**src/design/pwm_defines.svh**
```systemverilog
/*
 * Constants for the pulse width and period measurement block.
 * Assumes inclusion by bare name from design files.
 */
`ifndef PWM_DEFINES_SVH
`define PWM_DEFINES_SVH

// Measurement type encodings
`define PWM_TYPE_HIGH   2'h0
`define PWM_TYPE_LOW    2'h1
`define PWM_TYPE_PERR   2'h2
`define PWM_TYPE_PERF   2'h3
`define PWM_TYPE_RESET  2'h2

// Widths
`define PWM_CNT_W       32

`endif

```
**src/design/pwm_pkg.sv**
```systemverilog
/*
 * Types for the pulse width and period measurement block.
 * Assumes the defines header is available on the include path.
 */
`include "pwm_defines.svh"

package pwm_pkg;

    // Measurement selection
    typedef enum logic [1:0] {
        PWM_HIGH = `PWM_TYPE_HIGH,
        PWM_LOW  = `PWM_TYPE_LOW,
        PWM_PERR = `PWM_TYPE_PERR,
        PWM_PERF = `PWM_TYPE_PERF
    } pwm_type_t;

    // Configuration carried together
    typedef struct packed {
        pwm_type_t measType;
        logic      useTimebase;
    } pwm_cfg_t;

    // Edge events of one input: the measured input or the count source
    typedef struct packed {
        logic rise;
        logic fall;
    } pwm_edges_t;

endpackage

```
**src/design/pwm_edge_detect.sv**
```systemverilog
/*
 * Edge detector for one synchronous input.
 * Assumes the input is already synchronous to mclk.
 */
`timescale 1ns/1ps

module pwm_edge_detect (
    input  wire logic               mclk,
    input  wire logic               rst,
    input  wire logic               sigIn,
    output pwm_pkg::pwm_edges_t     edges
);

    logic prev_q;

    // Previous level; follows the pin in reset so release gives no false edge
    always_ff @(posedge mclk) begin
        if (rst) begin
            prev_q <= sigIn;
        end else begin
            prev_q <= sigIn;
        end
    end

    // Edge decode
    wire logic riseHit = sigIn & ~prev_q;
    wire logic fallHit = ~sigIn & prev_q;
    assign edges = '{rise: riseHit, fall: fallHit};

endmodule

```
**src/design/pwm_measure.sv**
```systemverilog
/*
 * Pulse width and period measurement counter.
 * Assumes measured and source pins are synchronous to mclk, and that
 * the internal timebase arrives as a one-cycle tick pulse.
 */
`timescale 1ns/1ps
`include "pwm_defines.svh"

// Summary of operation
// Measured input pin is the signal whose width or period is found.
// Type 0 counts rising to next falling edge: high width.
// Type 1 counts falling to next rising edge: low width.
// Type 2 counts between rising edges; default after reset.
// A type measures period between successive falling edges.
// Falling-edge period uses encoding 3.
// Positive timebase selected: count internal timebase ticks.
// Timebase off: count rising edges of the count source pin.
// Same counter counts either source edges or timebase ticks.
// Finished count is held for software to read.
module pwm_measure #(
    parameter int CNT_W = `PWM_CNT_W
) (
    input  wire logic               mclk,
    input  wire logic               rst,
    input  wire logic               enable,
    input  wire pwm_pkg::pwm_cfg_t  cfg,
    input  wire logic               timebaseTick,
    input  wire logic               measured_input_pin,
    input  wire logic               count_source_pin,
    output logic [CNT_W-1:0]        result,
    output logic                    resultValid,
    output logic                    busy
);

    // ----------------------------------------
    // State and storage
    // ----------------------------------------
    typedef enum logic [1:0] {ST_IDLE, ST_ARM, ST_COUNT} pwm_state_t;

    pwm_state_t         state_q;
    pwm_state_t         state_d;
    logic [CNT_W-1:0]   count_q;
    logic [CNT_W-1:0]   result_q;
    logic               valid_q;
    pwm_pkg::pwm_type_t type_q;
    logic               useTb_q;
    logic               busy_q;

    pwm_pkg::pwm_edges_t gateEdges;
    pwm_pkg::pwm_edges_t srcEdges;

    // ----------------------------------------
    // Edge detection
    // ----------------------------------------
    pwm_edge_detect uGate (
        .mclk   (mclk),
        .rst    (rst),
        .sigIn  (measured_input_pin),
        .edges  (gateEdges)
    );

    pwm_edge_detect uSrc (
        .mclk   (mclk),
        .rst    (rst),
        .sigIn  (count_source_pin),
        .edges  (srcEdges)
    );

    // ----------------------------------------
    // Decode
    // ----------------------------------------
    // Start edge per measurement type
    function automatic logic startEdge(input pwm_pkg::pwm_type_t t,
                                       input pwm_pkg::pwm_edges_t e);
        unique case (t)
            pwm_pkg::PWM_HIGH: startEdge = e.rise;
            pwm_pkg::PWM_LOW:  startEdge = e.fall;
            pwm_pkg::PWM_PERR: startEdge = e.rise;
            pwm_pkg::PWM_PERF: startEdge = e.fall;
        endcase
    endfunction

    // Stop edge per measurement type
    function automatic logic stopEdge(input pwm_pkg::pwm_type_t t,
                                      input pwm_pkg::pwm_edges_t e);
        unique case (t)
            pwm_pkg::PWM_HIGH: stopEdge = e.fall;
            pwm_pkg::PWM_LOW:  stopEdge = e.rise;
            pwm_pkg::PWM_PERR: stopEdge = e.rise;
            pwm_pkg::PWM_PERF: stopEdge = e.fall;
        endcase
    endfunction

    wire logic startHit = startEdge(type_q, gateEdges);
    wire logic stopHit  = stopEdge(type_q, gateEdges);
    // Tick selection: timebase or source edges
    wire logic tick     = useTb_q ? timebaseTick : srcEdges.rise;
    wire logic [CNT_W-1:0] countInc = count_q + {{(CNT_W-1){1'b0}}, tick};

    // Next state
    always_comb begin
        state_d = state_q;
        unique case (state_q)
            ST_IDLE:  if (enable) state_d = ST_ARM;
            ST_ARM:   if (!enable) state_d = ST_IDLE;
                      else if (startHit) state_d = ST_COUNT;
            ST_COUNT: if (!enable) state_d = ST_IDLE;
                      else if (stopHit) state_d = ST_ARM;
            default:  state_d = ST_IDLE;
        endcase
    end

    // ----------------------------------------
    // Registers
    // ----------------------------------------
    // Config latched while idle, so a change cannot corrupt a measurement
    always_ff @(posedge mclk) begin
        if (rst) begin
            type_q  <= pwm_pkg::pwm_type_t'(`PWM_TYPE_RESET);
            useTb_q <= 1'b0;
        end else if (state_q == ST_IDLE) begin
            type_q  <= cfg.measType;
            useTb_q <= cfg.useTimebase;
        end
    end

    // Counter and held result
    always_ff @(posedge mclk) begin
        if (rst) begin
            state_q  <= ST_IDLE;
            count_q  <= '0;
            result_q <= '0;
            valid_q  <= 1'b0;
        end else begin
            state_q <= state_d;
            if (state_q == ST_COUNT && stopHit && enable) begin
                result_q <= count_q;
                valid_q  <= 1'b1;
            end else if (state_q == ST_IDLE && enable) begin
                valid_q  <= 1'b0;
            end
            if (state_q != ST_COUNT) begin
                count_q <= '0;
            end else begin
                count_q <= countInc;
            end
            if (state_q == ST_COUNT && stopHit) begin
                count_q <= '0;
            end
        end
    end

    // Busy registered so the output comes straight from a flop
    always_ff @(posedge mclk) begin
        if (rst) begin
            busy_q <= 1'b0;
        end else begin
            busy_q <= (state_d == ST_COUNT);
        end
    end

    assign result      = result_q;
    assign resultValid = valid_q;
    assign busy        = busy_q;

    // ----------------------------------------
    // Assertions
    // ----------------------------------------
    reset_type_a: assert property (@(posedge mclk) $fell(rst) |->
        type_q == pwm_pkg::PWM_PERR)
        else $error("type not default after reset");

    high_start_a: assert property (@(posedge mclk) disable iff (rst)
        (state_q == ST_ARM && enable && type_q == pwm_pkg::PWM_HIGH
         && gateEdges.rise) |=> state_q == ST_COUNT)
        else $error("high width did not start on rise");

    low_start_a: assert property (@(posedge mclk) disable iff (rst)
        (state_q == ST_ARM && enable && type_q == pwm_pkg::PWM_LOW
         && gateEdges.fall) |=> state_q == ST_COUNT)
        else $error("low width did not start on fall");

    perr_stop_a: assert property (@(posedge mclk) disable iff (rst)
        (state_q == ST_COUNT && enable && type_q == pwm_pkg::PWM_PERR
         && gateEdges.rise) |=> resultValid && state_q == ST_ARM)
        else $error("rise period not closed on rise");

    perf_stop_a: assert property (@(posedge mclk) disable iff (rst)
        (state_q == ST_COUNT && enable && type_q == pwm_pkg::PWM_PERF
         && gateEdges.fall) |=> resultValid)
        else $error("fall period not closed on fall");

    tb_count_a: assert property (@(posedge mclk) disable iff (rst)
        (state_q == ST_COUNT && useTb_q && !stopHit && enable)
        |=> count_q == $past(count_q) + CNT_W'($past(timebaseTick)))
        else $error("timebase tick not counted");

    src_count_a: assert property (@(posedge mclk) disable iff (rst)
        (state_q == ST_COUNT && !useTb_q && !stopHit && enable)
        |=> count_q == $past(count_q) + CNT_W'($past(srcEdges.rise)))
        else $error("source edge not counted");

    result_hold_a: assert property (@(posedge mclk) disable iff (rst)
        (state_q == ST_COUNT && stopHit && enable) |=>
        result == $past(count_q) ##1 result == $past(result))
        else $error("result not captured or held");

    abort_idle_a: assert property (@(posedge mclk) disable iff (rst)
        (state_q != ST_IDLE && !enable) |=> state_q == ST_IDLE && !busy)
        else $error("enable low did not return to idle");

    valid_clear_a: assert property (@(posedge mclk) disable iff (rst)
        (state_q == ST_IDLE && enable) |=> !resultValid && state_q == ST_ARM)
        else $error("valid not cleared on arming");

    cfg_locked_a: assert property (@(posedge mclk) disable iff (rst)
        (state_q != ST_IDLE) |=> $stable(type_q) && $stable(useTb_q))
        else $error("configuration changed during a measurement");

    busy_state_a: assert property (@(posedge mclk) disable iff (rst)
        busy == (state_q == ST_COUNT))
        else $error("busy does not match counting state");

endmodule

```
**config.mk**
```make
export PLATFORM = sky130hd
export DESIGN_NAME = pwm_measure
export DESIGN_NICKNAME = d
export VERILOG_FILES = /design/src/design/pwm_pkg.sv /design/src/design/pwm_edge_detect.sv /design/src/design/pwm_measure.sv
export VERILOG_INCLUDE_DIRS = /design/src /design/src/design
export SDC_FILE = /design/constraint.sdc
export NUM_CORES = 1
export LEC_CHECK = 0
export BUFFER_PORTS_ARGS = -buffer_cell sky130_fd_sc_hd__buf_4
export CAP_MARGIN = 20
export CORE_UTILIZATION = 50
export DETAILED_ROUTE_END_ITERATION = 8
export GPL_TIMING_DRIVEN = 0
export PLACE_DENSITY_LB_ADDON = 0.1
export SLEW_MARGIN = 20
export SYNTH_ARGS = -nofsm -noshare
export SYNTH_HDL_FRONTEND = slang
export SYNTH_SLANG_ARGS = --single-unit
```
**constraint.sdc**
```tcl
create_clock -name mclk -period 2.85 [get_ports mclk]
set_clock_uncertainty 0.15 [all_clocks]
set_input_delay 0.285 -clock mclk [delete_from_list [all_inputs] [get_ports mclk]]
set_output_delay 0.285 -clock mclk [all_outputs]
set_load 0.005 [all_outputs]
```
# [Word-level counts from Yosys, hierarchy flattened]
# Cells that the tools add are included.
# Widths: inputs -> output; s select.
[word_totals] regBits=73 output_inout_bits=34
[op_classes] n_eq_ne=7 add_sub_neg=1 n_bitwise=6 mux=11 n_reduce_logical=11
[ops] cell="$add 32x1->32" count=1
[ops] cell="$mux 2" count=5
[ops] cell="$eq 2x2->1 const B" count=4
[ops] cell="$reduce_or 2->1" count=4
[ops] cell="$pmux 2 s3" count=1
[ops] cell="$eq 2x1->1 const B" count=2
[ops] cell="$logic_not 2->1" count=2
[ops] cell="$pmux 1 s2" count=2
[ops] cell="$and 1x1->1" count=3
[ops] cell="$logic_and 1x1->1" count=3
[ops] cell="$mux 1" count=3
[ops] cell="$not 1->1" count=3
[ops] cell="$reduce_or 3->1" count=1
[ops] cell="$ne 2x2->1 const B" count=1
[ops] cell="$reduce_bool 2->1" count=1

# [Longest topological paths before layout]
[logic_depth] word_depth=7 depth_mapped=9

# [Cells and area by module]
# From an unflattened synthesis, not the netlist that was laid out.
[unflattened] hier_cells=361 area_unflattened_um2=2996.6
[modules_own_cells] mod="pwm_measure" cells_each=351 n_inst=1 area_each_um2=2896.5
[modules_own_cells] mod="pwm_edge_detect" cells_each=5 n_inst=2 area_each_um2=50.0

# [Worst setup path before layout]
# No wires, ideal clock.
[synth_path] path_kind="register to register" startpoint="reg useTb_q" endpoint="reg count_q[31]" period_less_slack_ps=2068 path_slack_ps=782 required_ps=2630 arrival_time_ps=1848 stages_incl_launch_ff=9 setup_ps=70 cell_sequence="dfxtp_1 -> nor2_1 -> a22o_1 -> ha_1 -> and2_1 -> clkbuf_1 -> nand4_1 -> or4_1 -> a21oi_1"
[synth_between] elab_chain_cells=2
[synth_rtl] element="start: declaration" line_no="pwm_measure.sv:46" rtl="logic useTb_q;"
[synth_rtl] element="start signal: assignment" line_no="pwm_measure.sv:123" rtl="useTb_q <= cfg.useTimebase;"
[synth_rtl] element="$mux 1" line_no="pwm_measure.sv:97" rtl="wire logic tick = useTb_q ? timebaseTick : srcEdges.rise;"
[synth_rtl] element="$add 32x1->32" line_no="pwm_measure.sv:98" rtl="wire logic [CNT_W-1:0] countInc = count_q + {{(CNT_W-1){1'b0}}, tick};"
[synth_rtl] element="end signal: assignment" line_no="pwm_measure.sv:145" rtl="count_q <= countInc;"
[synth_rtl] element="end: declaration" line_no="pwm_measure.sv:42" rtl="logic [CNT_W-1:0] count_q;"
# Every way passes these cells.
# A chain may end at the register's enable or synchronous reset.

# [Worst setup path after layout]
[layout_path] startpoint="in count_source_pin" endpoint="reg count_q[31]"
[layout_between] elab_chain_cells=3
[layout_rtl] element="start: declaration" line_no="pwm_measure.sv:29" rtl="input wire logic count_source_pin,"
[layout_rtl] element="$and 1x1->1" line_no="pwm_edge_detect.sv:26" rtl="wire logic riseHit = sigIn & ~prev_q;"
[layout_rtl] element="$mux 1" line_no="pwm_measure.sv:97"
[layout_rtl] element="$add 32x1->32" line_no="pwm_measure.sv:98"
# Every way passes these cells.

==> out/qor.yml <==
synth-main-ff-cell: "dfxtp_1"
final.setup.tns_ns: 0
netlist.area_leader.share: 0.480
synthMuxAreaShare: 0.105
swShare: 0.195
io_pins: 43
drive_gt1_frac: 0.194
maxSlewHeadroom: 0.583
setup_violations: 0
synth_edf_count: 0
syn_inst: 321
synth_cell_type_count: 41
hold_start: "cfg[1]"
synth_nets: 334
seqPwrFrac: 0.487
tightest_slew_ns: 0.623
grt_max_degree: 13
multi_input_area_um2: 1460
die_area_um2: 6400
clk_pin_slew_ns: 0.08
cts_root_buf: "clkbuf_8"
placed_cell_area_um2: 3450
drv_cap: 0
wl_mm: 6.19
period_share: 0.895
leakagePower_nw: 1.61
slew_violations: 0
required_ns: 2.99
cellPowerDensity_nw_per_um2: 565
fin_cells: 457
reg2reg_from: "useTb_q"
status: "completed"
synth_top_area_cell: "dfxtp_1"
synth_area_leaders: "dfxtp_1, mux2i_1, nor2_1"
synthSimpleGateAreaFrac: 0.227
drt-pass1-iter-count: 4
layout_commonest_cell: "dfxtp_1"
clock.fmax_mhz: 392
final_core_utilization: 0.636
internal_power_w: 0.00170
hp-class: "in2reg"
post_drt_wl_per_cell_um: 13.5
start_util: 0.517
regArea_um2: 1460
pwr-share-comb: 0.025
clock_sinks: 73
synthAdderAreaFrac: 0.0164
avgSynthCellArea_um2: 9.48
rsz0062_at_grt: "false"
dp_hpwl_mm: 4.21
synthArstFlopShare: 0
gr-total-overflow: 0
io_buffer_count: 42
clock_path_buffers: 2
die_w_um: 80.0
gp_congestion: 0.735
grt_pass1_wl_mm: 10.5
hold_viol: 0
cp_max_fo: 10
clk-insertion-delay-late_ns: 0.35
power.share.clock: 0.488
synth_top_family_by_area: "simple AND/OR/NAND/NOR gates"
htreeDepth: 3
syn-cell-area_um2: 3040
grt_pass1_vias: 2271
p_switching_w: 0.000412
ys_ff_latch: 73
hold_buffers: 3
finalInstanceArea_um2: 3740
area_growth_pct: 23.1
cp-end-kind: "flop"
final_nets: 390
ys_warn_count: 0
post_cts_resized: 0
placed_cells: 438
synth-compound-area-share: 0.0975
antenna_found_initial: 0
antenna_cells: 0
period_needed_ns: 2.55
irDropWorstVdd_v: 0.000342
num_rows: 28
synthXorXnorAreaFrac: 0.0345
vias: 2488
drc: 0
viasPerCell: 5.44
die_y_um: 80.0
numCtsBuffers: 9
cp-start-kind: "input pin"
grt_usage: 0.216
crit_start: "count_source_pin"
fillerInstances: 532
design.core.area_um2: 5890
cts_tree: "done"
layout_common_cells: "dfxtp_1, nor2_1, buf_4"
arrival_ns: 2.69
timing_worst_setup_path_type: "in2reg"
ant_nets: 0
cts_setup_buffers: 0
synth-seq-area-share: 0.480
first_iter_violations: 96
-- power groups by stage --
stage               registers [W]  logic (W)  clock network, W
floorplan                 0.00105  0.0000316                 0
global placement          0.00105  0.0000493                 0
detailed placement        0.00105  0.0000505                 0
CTS                       0.00103  0.0000540           0.00105
global route              0.00103  0.0000597           0.00110
finish                    0.00103  0.0000537           0.00103
-- sequential cells by signal (all words and copies together), names as in the netlist --
signal and count:
uSrc.prev_q 1, state_q 2, type_q 2, useTb_q 1, resultValid 1, count_q 32
uGate.prev_q 1, result 32, busy 1
-- cells by family after synthesis --
group	after synthesis
fa+ha+maj	4
buf+inv	21
simple gates	130
flops	73
mux	32
compound gates	49
xor+xnor	12
-- layer usage --
metal  track usage  vias up  wire length, µm
li1              -     1266                -
met1         0.268     1159             2830
met5             0        -                0
met4         0.114        0              144
met2         0.344       52             2950
met3        0.0503       11              262
-- worst paths after layout --
kind	end	slack [ns]	cells past startpoint
hold / removal	type_q[0]	0.02	3
setup / recovery	count_q[31]	0.30	9
hold reg to reg	count_q[31]	0.34	2
setup reg to reg	count_q[31]	0.42	8
-- synthesized netlist by cell type (all sizes together) (2+ instances only) --
cell,n
dfxtp,73
nor2,51
mux2i,32
a21oi,22
or4,15
o31ai,14
nand2,13
nand4,11
buf,9
nand3,9
clkbuf,8
o21ai,7
xor2,7
and3,6
or3,5
xnor2,5
ha,4
inv,4
nand2b,4
and2,3
and4,3
nor3,3
nor4,2
-- cell type report --
type / count / area share
sequential: 73 / 0.390
multi-input combinational: 227 / 0.390
timing repair buffer: 45 / 0.0922
clock buffer: 12 / 0.0441
buffer: 17 / 0.0281
clock inverter: 4 / 0.0261
tap: 75 / 0.0251
inverter: 4 / 0.00401
-- critical path, stage by stage --
cell           delay [ns]
dlygate4sd3_1        0.53
buf_4                0.10
a22o_1               0.11
ha_1                 0.16
and2_1               0.13
clkbuf_1             0.30
nand4_1              0.37
or4_1                0.57
a21oi_1              0.14
-- metrics by stage --
| step | power, W | setup WS (ns) | hold slack, ns |
|---|---|---|---|
| 4_1_cts | 0.00214 | 0.289 | 0.0109 |
| 3_3_place_gp | 0.00110 | 0.459 | 0.250 |
| 6_report | 0.00212 | 0.299 | 0.0250 |
| 5_1_grt | 0.00219 | 0.103 | 0.0364 |
| 3_5_place_dp | 0.00110 | 0.438 | 0.250 |
| 2_1_floorplan | 0.00108 | 0.782 | 0.163 |
Power figures use the tool's default switching activity.
